$ cat config.mk
export PLATFORM = sky130hd
export DESIGN_NAME = uems_regs
export DESIGN_NICKNAME = d
export VERILOG_FILES = /design/src/uems_pkg.sv /design/src/uems_regs.sv /design/src/uems_gate.sv
export SDC_FILE = /design/constraint.sdc
export NUM_CORES = 1
export LEC_CHECK = 0
export BUFFER_PORTS_ARGS = -buffer_cell sky130_fd_sc_hd__clkbuf_2
export CAP_MARGIN = 10
export CORE_MARGIN = 3
export CORE_UTILIZATION = 45
export CTS_BUF_LIST = sky130_fd_sc_hd__clkbuf_8
export DETAILED_ROUTE_END_ITERATION = 8
export PLACE_DENSITY = 0.73
export SLEW_MARGIN = 20
export SYNTH_ARGS = -nofsm -noshare
export SYNTH_HDL_FRONTEND = slang
export SYNTH_SLANG_ARGS = --single-unit
$ cat constraint.sdc
create_clock -name ref_clk -period 2.2 [get_ports ref_clk]
set_input_delay 0.44 -clock ref_clk [delete_from_list [all_inputs] [get_ports ref_clk]]
set_output_delay 0.44 -clock ref_clk [all_outputs]
set_load 0.1 [all_outputs]
$ cat src/uems_pkg.sv
// Purpose: shared constants and carriers for the uncorrectable error mask/severity bank
// Assumes: 32-bit APB data, 12-bit configuration offsets
// Notes:   one bit per uncorrectable error kind, 22 bits, 13 kinds implemented
package uems_pkg;

  // widths
  localparam int UEMS_ERR_W  = 22;
  localparam int UEMS_ADDR_W = 12;
  localparam int UEMS_DATA_W = 32;

  // register offsets (byte addresses)
  localparam logic [UEMS_ADDR_W-1:0] UEMS_OFF_MASK = 12'h108;
  localparam logic [UEMS_ADDR_W-1:0] UEMS_OFF_SEV  = 12'h10c;
  localparam logic [UEMS_ADDR_W-1:0] UEMS_OFF_IST  = 12'h200;
  localparam logic [UEMS_ADDR_W-1:0] UEMS_OFF_IEN  = 12'h204;

  // error bit positions
  localparam int UEMS_B_TRAIN  = 0;
  localparam int UEMS_B_DLP    = 4;
  localparam int UEMS_B_SDOWN  = 5;
  localparam int UEMS_B_POISON = 12;
  localparam int UEMS_B_FCP    = 13;
  localparam int UEMS_B_CTO    = 14;
  localparam int UEMS_B_CABORT = 15;
  localparam int UEMS_B_UCPL   = 16;
  localparam int UEMS_B_ROVF   = 17;
  localparam int UEMS_B_MALF   = 18;
  localparam int UEMS_B_ECRC   = 19;
  localparam int UEMS_B_UREQ   = 20;
  localparam int UEMS_B_ACS    = 21;

  // implemented bits and reset values
  localparam logic [UEMS_ERR_W-1:0] UEMS_IMPL     = 22'h3ff031;
  localparam logic [UEMS_ERR_W-1:0] UEMS_MASK_RST = 22'h000000;
  localparam logic [UEMS_ERR_W-1:0] UEMS_SEV_RST  = 22'h062031;
  localparam logic [UEMS_ERR_W-1:0] UEMS_IST_RST  = 22'h000000;
  localparam logic [UEMS_ERR_W-1:0] UEMS_IEN_RST  = 22'h000000;
  localparam logic [UEMS_DATA_W-1:0] UEMS_RD_NONE = 32'h00000000;

  // apb request from the master
  typedef struct packed {
    logic                   psel;
    logic                   penable;
    logic                   pwrite;
    logic [UEMS_ADDR_W-1:0] paddr;
    logic [UEMS_DATA_W-1:0] pwdata;
    logic [3:0]             pstrb;
  } uems_apb_req_t;

  // apb answer to the master
  typedef struct packed {
    logic                   pready;
    logic                   pslverr;
    logic [UEMS_DATA_W-1:0] prdata;
  } uems_apb_rsp_t;

  // what leaves toward header log and message builder
  typedef struct packed {
    logic                  logCapture;
    logic                  fatalMsg;
    logic                  nonFatalMsg;
    logic [UEMS_ERR_W-1:0] reported;
  } uems_report_t;

endpackage : uems_pkg

$ cat src/uems_regs.sv
// Purpose: uncorrectable error mask and severity bank with apb slave and interrupt
// Assumes: errEvent pulses come from ref_clk logic; portDownStrap is a pin
// Notes:   mask/severity survive hotReset, only reset_n clears them
//
// The APB register port is this design's own decision.
`timescale 1ns/100ps
`default_nettype none
module uems_regs
  import uems_pkg::*;
(
  // clock and power-on reset
  input  wire logic                  ref_clk,
  input  wire logic                  reset_n,
  // non-power-on reset, one cycle, ref_clk domain
  input  wire logic                  hotReset,
  // port role strap pin
  input  wire logic                  portDownStrap,
  // apb slave
  input  wire uems_apb_req_t         apbReq,
  output uems_apb_rsp_t              apbRsp,
  // detected errors
  input  wire logic [UEMS_ERR_W-1:0] errEvent,
  // toward header log and message builder
  output uems_report_t               report,
  // interrupt
  output logic                       irq
);

  logic                  strapMeta;
  logic                  strapSync;
  logic                  isDown;
  logic [UEMS_ERR_W-1:0] mask;
  logic [UEMS_ERR_W-1:0] sev;
  logic [UEMS_ERR_W-1:0] intStat;
  logic [UEMS_ERR_W-1:0] intEn;
  logic                  setupPhase;
  logic                  wrDone;
  logic [UEMS_DATA_W-1:0] wrMaskBits;
  logic [UEMS_DATA_W-1:0] next_rdata;
  logic                  next_err;
  logic [UEMS_ERR_W-1:0] next_intStat;

  // strap is a pin: two flops before use
  always_ff @(posedge ref_clk or negedge reset_n) begin
    if (!reset_n) begin
      strapMeta <= 1'b0;
      strapSync <= 1'b0;
    end else begin
      strapMeta <= portDownStrap;
      strapSync <= strapMeta;
    end
  end

  // port role follows the synchronised strap
  always_ff @(posedge ref_clk or negedge reset_n) begin
    if (!reset_n) begin
      isDown <= 1'b0;
    end else begin
      isDown <= strapSync;
    end
  end

  // apb phases: answer is prepared in setup, so access never waits
  assign setupPhase = apbReq.psel & ~apbReq.penable;
  assign wrDone = apbReq.psel & apbReq.penable & apbRsp.pready
                  & apbReq.pwrite & ~apbRsp.pslverr;

  // byte strobes widened to a bit mask
  for (genvar bi = 0; bi < 4; bi++) begin : g_strb
    assign wrMaskBits[bi*8 +: 8] = {8{apbReq.pstrb[bi]}};
  end

  // read mux and decode, reserved bits read as zero
  always_comb begin
    next_rdata = UEMS_RD_NONE;
    next_err   = 1'b0;
    if (apbReq.paddr == UEMS_OFF_MASK) begin
      next_rdata[UEMS_ERR_W-1:0] = mask;
    end else if (apbReq.paddr == UEMS_OFF_SEV) begin
      next_rdata[UEMS_ERR_W-1:0] = sev;
    end else if (apbReq.paddr == UEMS_OFF_IST) begin
      next_rdata[UEMS_ERR_W-1:0] = intStat;
    end else if (apbReq.paddr == UEMS_OFF_IEN) begin
      next_rdata[UEMS_ERR_W-1:0] = intEn;
    end else begin
      next_err = 1'b1; // unmapped offset
    end
  end

  // apb answer flops
  always_ff @(posedge ref_clk or negedge reset_n) begin
    if (!reset_n) begin
      apbRsp <= '0;
    end else if (setupPhase) begin
      apbRsp.pready  <= 1'b1;
      apbRsp.pslverr <= next_err;
      apbRsp.prdata  <= apbReq.pwrite ? UEMS_RD_NONE : next_rdata;
    end else begin
      apbRsp <= '0;
    end
  end

  // mask: sticky, only power-on reset clears it
  always_ff @(posedge ref_clk or negedge reset_n) begin
    if (!reset_n) begin
      mask <= UEMS_MASK_RST;
    end else if (wrDone && apbReq.paddr == UEMS_OFF_MASK) begin
      // reserved bits ignore writes
      mask <= ((mask & ~wrMaskBits[UEMS_ERR_W-1:0])
              | (apbReq.pwdata[UEMS_ERR_W-1:0] & wrMaskBits[UEMS_ERR_W-1:0]))
              & UEMS_IMPL;
    end
  end

  // severity: sticky, listed kinds come up fatal
  always_ff @(posedge ref_clk or negedge reset_n) begin
    if (!reset_n) begin
      sev <= UEMS_SEV_RST;
    end else if (wrDone && apbReq.paddr == UEMS_OFF_SEV) begin
      sev <= ((sev & ~wrMaskBits[UEMS_ERR_W-1:0])
             | (apbReq.pwdata[UEMS_ERR_W-1:0] & wrMaskBits[UEMS_ERR_W-1:0]))
             & UEMS_IMPL;
    end
  end

  // interrupt status: write one clears, a new event beats the clear
  always_comb begin
    next_intStat = intStat;
    if (hotReset) begin
      next_intStat = UEMS_IST_RST;
    end else if (wrDone && apbReq.paddr == UEMS_OFF_IST) begin
      next_intStat = intStat
                     & ~(apbReq.pwdata[UEMS_ERR_W-1:0] & wrMaskBits[UEMS_ERR_W-1:0]);
    end
    next_intStat = next_intStat | (errEvent & UEMS_IMPL);
  end

  always_ff @(posedge ref_clk or negedge reset_n) begin
    if (!reset_n) begin
      intStat <= UEMS_IST_RST;
    end else begin
      intStat <= next_intStat;
    end
  end

  // interrupt enable is not sticky, a hot reset clears it
  always_ff @(posedge ref_clk or negedge reset_n) begin
    if (!reset_n) begin
      intEn <= UEMS_IEN_RST;
    end else if (hotReset) begin
      intEn <= UEMS_IEN_RST;
    end else if (wrDone && apbReq.paddr == UEMS_OFF_IEN) begin
      intEn <= ((intEn & ~wrMaskBits[UEMS_ERR_W-1:0])
               | (apbReq.pwdata[UEMS_ERR_W-1:0] & wrMaskBits[UEMS_ERR_W-1:0]))
               & UEMS_IMPL;
    end
  end

  // level interrupt, registered so it comes straight from a flop
  always_ff @(posedge ref_clk or negedge reset_n) begin
    if (!reset_n) begin
      irq <= 1'b0;
    end else begin
      irq <= |(next_intStat & intEn);
    end
  end

  // gating of events toward log and messages
  uems_gate u_gate (
    .ref_clk  (ref_clk),
    .reset_n  (reset_n),
    .errEvent (errEvent),
    .mask     (mask),
    .sev      (sev),
    .isDown   (isDown),
    .report   (report)
  );

  // checks on the bank
  a_mask_train: assert property (@(posedge ref_clk) disable iff (!reset_n)
    errEvent[UEMS_B_TRAIN] && mask[UEMS_B_TRAIN] |=> !report.reported[UEMS_B_TRAIN])
    else $error("masked training error reported");

  a_mask_dlp: assert property (@(posedge ref_clk) disable iff (!reset_n)
    errEvent[UEMS_B_DLP] && mask[UEMS_B_DLP] && errEvent == (22'h1 << UEMS_B_DLP)
    |=> !report.logCapture && !report.fatalMsg && !report.nonFatalMsg)
    else $error("masked link protocol error logged");

  a_mask_sdown: assert property (@(posedge ref_clk) disable iff (!reset_n)
    errEvent[UEMS_B_SDOWN] && isDown |=> report.reported[UEMS_B_SDOWN] == !$past(mask[5]))
    else $error("surprise down mask wrong on downstream port");

  a_mask_poison: assert property (@(posedge ref_clk) disable iff (!reset_n)
    errEvent[UEMS_B_POISON] |=>
      report.reported[UEMS_B_POISON] == !$past(mask[UEMS_B_POISON]))
    else $error("poisoned packet masking wrong");

  a_mask_fcp: assert property (@(posedge ref_clk) disable iff (!reset_n)
    errEvent[UEMS_B_FCP] && mask[UEMS_B_FCP] |=> !report.reported[UEMS_B_FCP])
    else $error("masked flow control error reported");

  a_mask_cto_ca: assert property (@(posedge ref_clk) disable iff (!reset_n)
    report.reported[15:14] == ($past(errEvent[15:14]) & ~$past(mask[15:14])))
    else $error("timeout or abort masking wrong");

  a_mask_uc_ro: assert property (@(posedge ref_clk) disable iff (!reset_n)
    report.reported[17:16] == ($past(errEvent[17:16]) & ~$past(mask[17:16])))
    else $error("completion or overflow masking wrong");

  a_mask_mal_crc: assert property (@(posedge ref_clk) disable iff (!reset_n)
    report.reported[19:18] == ($past(errEvent[19:18]) & ~$past(mask[19:18])))
    else $error("malformed or crc masking wrong");

  a_mask_ureq: assert property (@(posedge ref_clk) disable iff (!reset_n)
    errEvent[UEMS_B_UREQ] && !mask[UEMS_B_UREQ] |=> report.reported[UEMS_B_UREQ]
      && report.logCapture)
    else $error("unmasked unsupported request not reported");

  a_sev_fatal: assert property (@(posedge ref_clk) disable iff (!reset_n)
    errEvent[UEMS_B_MALF] && !mask[UEMS_B_MALF] |=>
      ($past(sev[UEMS_B_MALF]) ? report.fatalMsg
                                : report.nonFatalMsg))
    else $error("malformed severity class wrong");

  a_sev_upstream: assert property (@(posedge ref_clk) disable iff (!reset_n)
    errEvent == (22'h1 << UEMS_B_SDOWN) && !isDown
    |=> report.reported[UEMS_B_SDOWN] && report.fatalMsg && !report.nonFatalMsg)
    else $error("upstream surprise down not fatal");

  a_sticky_hot: assert property (@(posedge ref_clk) disable iff (!reset_n)
    hotReset && !wrDone |=> $stable(mask) && $stable(sev))
    else $error("hot reset disturbed sticky bits");

  a_rsvd_zero: assert property (@(posedge ref_clk) disable iff (!reset_n)
    ((mask | sev | intStat | intEn) & ~UEMS_IMPL) == '0)
    else $error("reserved bit set");

  a_apb_ready: assert property (@(posedge ref_clk) disable iff (!reset_n)
    setupPhase |=> apbRsp.pready ##1 !apbRsp.pready)
    else $error("apb answer timing wrong");

  // surprise down on an upstream port slips past its mask
  a_sdown_up: assert property (@(posedge ref_clk) disable iff (!reset_n)
    errEvent[UEMS_B_SDOWN] && !isDown |=> report.reported[UEMS_B_SDOWN])
    else $error("upstream surprise down was masked");

  // downstream surprise down follows its own severity bit
  a_sev_down: assert property (@(posedge ref_clk) disable iff (!reset_n)
    errEvent == (22'h1 << UEMS_B_SDOWN) && isDown && !mask[UEMS_B_SDOWN] |=>
      report.fatalMsg == $past(sev[UEMS_B_SDOWN])
      && report.nonFatalMsg == !$past(sev[UEMS_B_SDOWN]))
    else $error("downstream surprise down severity wrong");

  // poisoned packets come up non-fatal and obey a rewrite
  a_sev_poison: assert property (@(posedge ref_clk) disable iff (!reset_n)
    errEvent == (22'h1 << UEMS_B_POISON) && !mask[UEMS_B_POISON] |=>
      report.fatalMsg == $past(sev[UEMS_B_POISON])
      && report.nonFatalMsg == !$past(sev[UEMS_B_POISON]))
    else $error("poisoned packet severity wrong");

  // access violations gate like the rest
  a_mask_acs: assert property (@(posedge ref_clk) disable iff (!reset_n)
    errEvent[UEMS_B_ACS] && mask[UEMS_B_ACS] |=> !report.reported[UEMS_B_ACS])
    else $error("masked access violation reported");

  // unimplemented kinds never leave the bank
  a_rsvd_report: assert property (@(posedge ref_clk) disable iff (!reset_n)
    (report.reported & ~UEMS_IMPL) == '0)
    else $error("reserved error kind reported");

  // the header log strobe goes with every reported kind and only then
  a_log_any: assert property (@(posedge ref_clk) disable iff (!reset_n)
    report.logCapture == (|report.reported))
    else $error("log capture strobe out of step");

  // a full-word write lands exactly, reserved bits dropped
  a_mask_write: assert property (@(posedge ref_clk) disable iff (!reset_n)
    wrDone && apbReq.paddr == UEMS_OFF_MASK && apbReq.pstrb == 4'hf
    |=> mask == (UEMS_IMPL & $past(apbReq.pwdata[UEMS_ERR_W-1:0])))
    else $error("mask write did not land");

  // only a bus write moves the sticky registers
  a_mask_hold: assert property (@(posedge ref_clk) disable iff (!reset_n)
    !(wrDone && apbReq.paddr == UEMS_OFF_MASK) |=> $stable(mask))
    else $error("mask moved without a write");

  a_sev_hold: assert property (@(posedge ref_clk) disable iff (!reset_n)
    !(wrDone && apbReq.paddr == UEMS_OFF_SEV) |=> $stable(sev))
    else $error("severity moved without a write");

  // refused offsets answer with an error and no data
  a_apb_slverr: assert property (@(posedge ref_clk) disable iff (!reset_n)
    setupPhase && apbReq.paddr != UEMS_OFF_MASK && apbReq.paddr != UEMS_OFF_SEV
    && apbReq.paddr != UEMS_OFF_IST && apbReq.paddr != UEMS_OFF_IEN
    |=> apbRsp.pslverr && apbRsp.prdata == '0)
    else $error("unmapped offset not refused");

  a_apb_wrdata: assert property (@(posedge ref_clk) disable iff (!reset_n)
    setupPhase && apbReq.pwrite |=> apbRsp.prdata == '0)
    else $error("read data driven during a write");

  // status keeps every event it saw, even against a clear or hot reset
  a_ist_sticky: assert property (@(posedge ref_clk) disable iff (!reset_n)
    (intStat & $past(errEvent) & UEMS_IMPL) == ($past(errEvent) & UEMS_IMPL))
    else $error("event lost from interrupt status");

  a_ist_clear: assert property (@(posedge ref_clk) disable iff (!reset_n)
    wrDone && apbReq.paddr == UEMS_OFF_IST && apbReq.pstrb == 4'hf && errEvent == '0
    |=> (intStat & $past(apbReq.pwdata[UEMS_ERR_W-1:0])) == '0)
    else $error("status bit survived its clear");

  // line follows status and the enable that stood when status was formed
  a_irq_source: assert property (@(posedge ref_clk) disable iff (!reset_n)
    irq == (|(intStat & $past(intEn))))
    else $error("interrupt line does not match status");

  a_hot_clear: assert property (@(posedge ref_clk) disable iff (!reset_n)
    hotReset |=> intEn == '0)
    else $error("hot reset left interrupt enables");

  c_masked_event: cover property (@(posedge ref_clk) disable iff (!reset_n)
    errEvent[UEMS_B_ACS] && mask[UEMS_B_ACS]);
  c_fatal_msg: cover property (@(posedge ref_clk) disable iff (!reset_n)
    report.fatalMsg);
  c_irq_clear: cover property (@(posedge ref_clk) disable iff (!reset_n)
    irq ##[1:20] !irq);
  // upstream role and the set-against-clear race are the rarer paths
  c_upstream_sdown: cover property (@(posedge ref_clk) disable iff (!reset_n)
    errEvent[UEMS_B_SDOWN] && mask[UEMS_B_SDOWN] && !isDown);
  c_set_beats_clr: cover property (@(posedge ref_clk) disable iff (!reset_n)
    wrDone && apbReq.paddr == UEMS_OFF_IST && (|errEvent));

endmodule : uems_regs
`default_nettype wire

$ cat src/uems_gate.sv
// Purpose: per-error gating of detected events by mask and severity
// Assumes: events are one-cycle pulses on ref_clk
// Notes:   outputs are registered, one cycle after the event
`timescale 1ns/100ps
`default_nettype none
module uems_gate
  import uems_pkg::*;
(
  // clock and reset
  input  wire logic                  ref_clk,
  input  wire logic                  reset_n,
  // controls
  input  wire logic [UEMS_ERR_W-1:0] errEvent,
  input  wire logic [UEMS_ERR_W-1:0] mask,
  input  wire logic [UEMS_ERR_W-1:0] sev,
  input  wire logic                  isDown,
  // result
  output uems_report_t               report
);

  logic [UEMS_ERR_W-1:0] effMask;
  logic [UEMS_ERR_W-1:0] effSev;
  logic [UEMS_ERR_W-1:0] next_rep;

  // surprise down controls only count on a downstream port
  for (genvar gi = 0; gi < UEMS_ERR_W; gi++) begin : g_bit
    if (gi == UEMS_B_SDOWN) begin : g_sd
      assign effMask[gi] = mask[gi] & isDown;
      assign effSev[gi]  = isDown ? sev[gi] : UEMS_SEV_RST[gi];
    end else begin : g_pl
      assign effMask[gi] = mask[gi];
      assign effSev[gi]  = sev[gi];
    end
    // masked events neither log nor message
    assign next_rep[gi] = errEvent[gi] & ~effMask[gi] & UEMS_IMPL[gi];
  end

  // one registered pulse per reporting class
  always_ff @(posedge ref_clk or negedge reset_n) begin
    if (!reset_n) begin
      report <= '0;
    end else begin
      report.reported    <= next_rep;
      report.logCapture  <= |next_rep;
      report.fatalMsg    <= |(next_rep & effSev);
      report.nonFatalMsg <= |(next_rep & ~effSev);
    end
  end

endmodule : uems_gate
`default_nettype wire

==> impl_metrics.env <==
export IMPL_cts_buffers=9
export IMPL_ys_async_sr_fraction_pct=100.0
export IMPL_num_vias=4005
export IMPL_synth_flop_cell="dfrtp_1"
export IMPL_cp_startpoint="apbRsp[33]$_DFF_PN0_"
export IMPL_synth_seq_area_share_pct=56.16
export IMPL_htreeDepth=3
export IMPL_cp_end_kind="flip-flop"
export IMPL_rr_endpoint="irq$_DFF_PN0_"
export IMPL_globalplace_congestion=0.9034
export IMPL_synthCells=441
export IMPL_worst_slew_pin_slew_ns=0.8046
export IMPL_met1_usage_pct=30.58
export IMPL_fin_hold_ws_ns=0.03787
export IMPL_grt_util_met2_pct=36.46
export IMPL_period_share_pct=91.52
export IMPL_holdBufCountCts=0
export IMPL_required_ns=2.44
export IMPL_drive_above_1_share_pct=32.99
export IMPL_die_h_um=108.1
export IMPL_slew_violations=0
export IMPL_reg2reg_slack_ns=0.19
export IMPL_critPathKind="reg -> reg"
export IMPL_rows=36
export IMPL_wl_per_cell_um=18.28
export IMPL_crit_fanout=6
export IMPL_first_pass_iters=6
export IMPL_outcome="finished, final reports clean"
export IMPL_antenna_cells=0
export IMPL_cp_endpoint="irq$_DFF_PN0_"
export IMPL_ant_nets=0
export IMPL_gr_max_usage_layer="met2"
export IMPL_clock_path_buffers=2
export IMPL_cts_tree="yes"
export IMPL_vias_per_cell=5.625
export IMPL_ys_warn_count=0
export IMPL_syn_area_sq_um=4692
export IMPL_io_buffers=97
export IMPL_fin_crit_ns=2.013
export IMPL_crit_arrival_ns=2.25
export IMPL_cellPowerDensity_nw_per_um2=633.7
export IMPL_grt_start_max_net_pins=40
export IMPL_synth_edff_count=0
export IMPL_grt_pass1_wl_um=20020
export IMPL_grt_overflow_total=0
export IMPL_yosysUniqueCellTypes=45
export IMPL_initial_utilization_pct=47.13
export IMPL_place_inst=696
export IMPL_drv_cap=0
export IMPL_final_cells=712
export IMPL_worstSkewPairLatency_ns=0.37
export IMPL_wl_um=13020
export IMPL_timing_fmax_mhz=496.7
export IMPL_antenna_found_initial=0
export IMPL_cts_root_buf="clkbuf_8"
export IMPL_slew_headroom_pct=46.36
export IMPL_grt_pass1_vias=3843
export IMPL_rsz0062_at_grt="no"
export IMPL_cts_resized_gates=0
export IMPL_worstHoldPathType="in -> async"
export IMPL_power_leakage_nw=2.783
export IMPL_rr_worst_depth=8
export IMPL_r2r_start="apbRsp[33]$_DFF_PN0_"
export IMPL_finalSetupViolCount=0
export IMPL_nets=651
export IMPL_met3_usage_pct=2.448
export IMPL_fin_ws_ns=0.1866
export IMPL_dp_hpwl_um=9714
export IMPL_die_area_sq_um=11690
export IMPL_core_region_area_sq_um=9955
export IMPL_clkTransAtPathRegs_ns=0.09
export IMPL_dp_slack_ns=-0.04663
export IMPL_grt_util_all_layers_pct=22.68
export IMPL_cts_setup_buffers=0
export IMPL_avgSynthCellArea_sq_um=10.64
export IMPL_num_io_pins=137
export IMPL_crit_path_start_kind="flip-flop"
export IMPL_area_growth_pct=22.37
export IMPL_dieWidth_um=108.1
export IMPL_clock_sinks=105
export IMPL_ys_seq_elements=105
export IMPL_drcViolationCount=0
export IMPL_finalHoldViolCount=0
export IMPL_clock_skew_ns=0.008441
export IMPL_drtIter0Drc=285
export IMPL_ir_worst_vdd_mv=0.2990
==> Yosys cell counts (2+ instances only) <==
| cell | number | area, sq um |
|---|---|---|
| nor2_1 | 19 | 71.32 |
| nand2_1 | 48 | 180.2 |
| nor2b_1 | 15 | 93.84 |
| a221oi_1 | 4 | 35.03 |
| nand4_1 | 6 | 37.54 |
| inv_1 | 22 | 82.58 |
| dfrtp_1 | 99 | 2477 |
| nand4b_1 | 3 | 26.28 |
| clkbuf_1 | 12 | 45.04 |
| mux2_2 | 24 | 270.3 |
| nor4_4 | 2 | 42.54 |
| nand2b_1 | 11 | 68.82 |
| dfstp_2 | 6 | 157.7 |
| nor3_1 | 7 | 35.03 |
| o21ai_0 | 25 | 125.1 |
| a21o_1 | 4 | 30.03 |
| or2_2 | 2 | 12.51 |
| a31oi_1 | 4 | 25.02 |
| a22oi_1 | 27 | 202.7 |
| a21oi_1 | 35 | 175.2 |
| nor3_2 | 2 | 20.02 |
| and3_1 | 13 | 81.33 |
| a41oi_1 | 2 | 17.52 |
| a211oi_1 | 3 | 22.52 |
| o22ai_1 | 3 | 18.77 |
| buf_4 | 19 | 142.6 |
| nand3_1 | 3 | 15.01 |
| a22o_1 | 4 | 35.03 |
==> layout make-up <==
cell class	instances	area (sq um)
inverters	22	82.58
clock inverters	7	63.81
multi-input cells	301	1854
well taps	133	166.4
repair buffers	135	810.8
flip-flops and latches	105	2640
fillers	824	4213
clock buffers	9	123.9
==> placed cells by master (no fill, tap or decap), drive strengths merged, types with 19 or more instances in the layout <==
master	Yosys	layout
dfrtp	99	99
o21ai	25	25
a21oi	35	35
clkbuf	12	105
nor2	20	20
conb	1	19
a22oi	27	27
mux2	25	25
inv	22	24
buf	19	39
nand2	49	49
==> worst min-delay path by stage <==
stage                                   start                         end  depth (start not counted)
after global placement    strapMeta$_DFF_PN0_         strapSync$_DFF_PN0_                          0
after CTS                             reset_n       intEn[12]$_DFFE_PN0P_                          1
final                                 reset_n      intStat[8]$_DFFE_PN0P_                          1
after floorplan                       reset_n  asynchronous set/reset pin                          0
after detailed placement  strapMeta$_DFF_PN0_         strapSync$_DFF_PN0_                          0
after global routing                  reset_n       intEn[12]$_DFFE_PN0P_                          1
==> logic make-up (layout without fill, tap and decap cells) <==
| logic type | after synthesis | count (layout) | synth area share, % |
|---|---|---|---|
| compound gates | 118 | 118 | 16.11 |
| buf+inv | 53 | 173 | 5.760 |
| simple gates | 138 | 138 | 15.68 |
| other cells | 1 | 19 | 0.07992 |
| flops | 105 | 105 | 56.16 |
| mux | 26 | 26 | 6.213 |
==> report_power, final <==
group / switching, W / internal, W / total, W
sequential: 0.0000148 / 0.00196 / 0.00198
clock: 0.000633 / 0.000516 / 0.00115
combinational: 0.000415 / 0.0000964 / 0.000512
==> metrics by stage <==
stage                     total power, W  instance area, sq um  utilization, %  setup TNS, ns
after floorplan                 0.002369                  4765               -              0
final                           0.003639                  5742           57.68              0
after global routing            0.003782                  5742           57.68              0
after detailed placement        0.002524                  5554           55.79        -0.2806
after global placement          0.002517                  5554           55.79        -0.1796
after CTS                       0.003651                  5742           57.68              0
==> critical path, cell delays in order (launching register included) <==
cell	delay [ns]
dfrtp_4	0.41
nand4_1	0.11
or2_2	0.34
nor4_4	0.14
buf_4	0.20
buf_4	0.15
a31oi_1	0.10
a211oi_1	0.31
nand4_1	0.13
==> per-layer routing <==
layer	share of wire (%)	vias up
met2	48	202
met4	3.2	0
met1	42	1970
met5	0	-
met3	6.9	33
li1	-	1800
No activity file was read; power rests on OpenSTA's default activity.
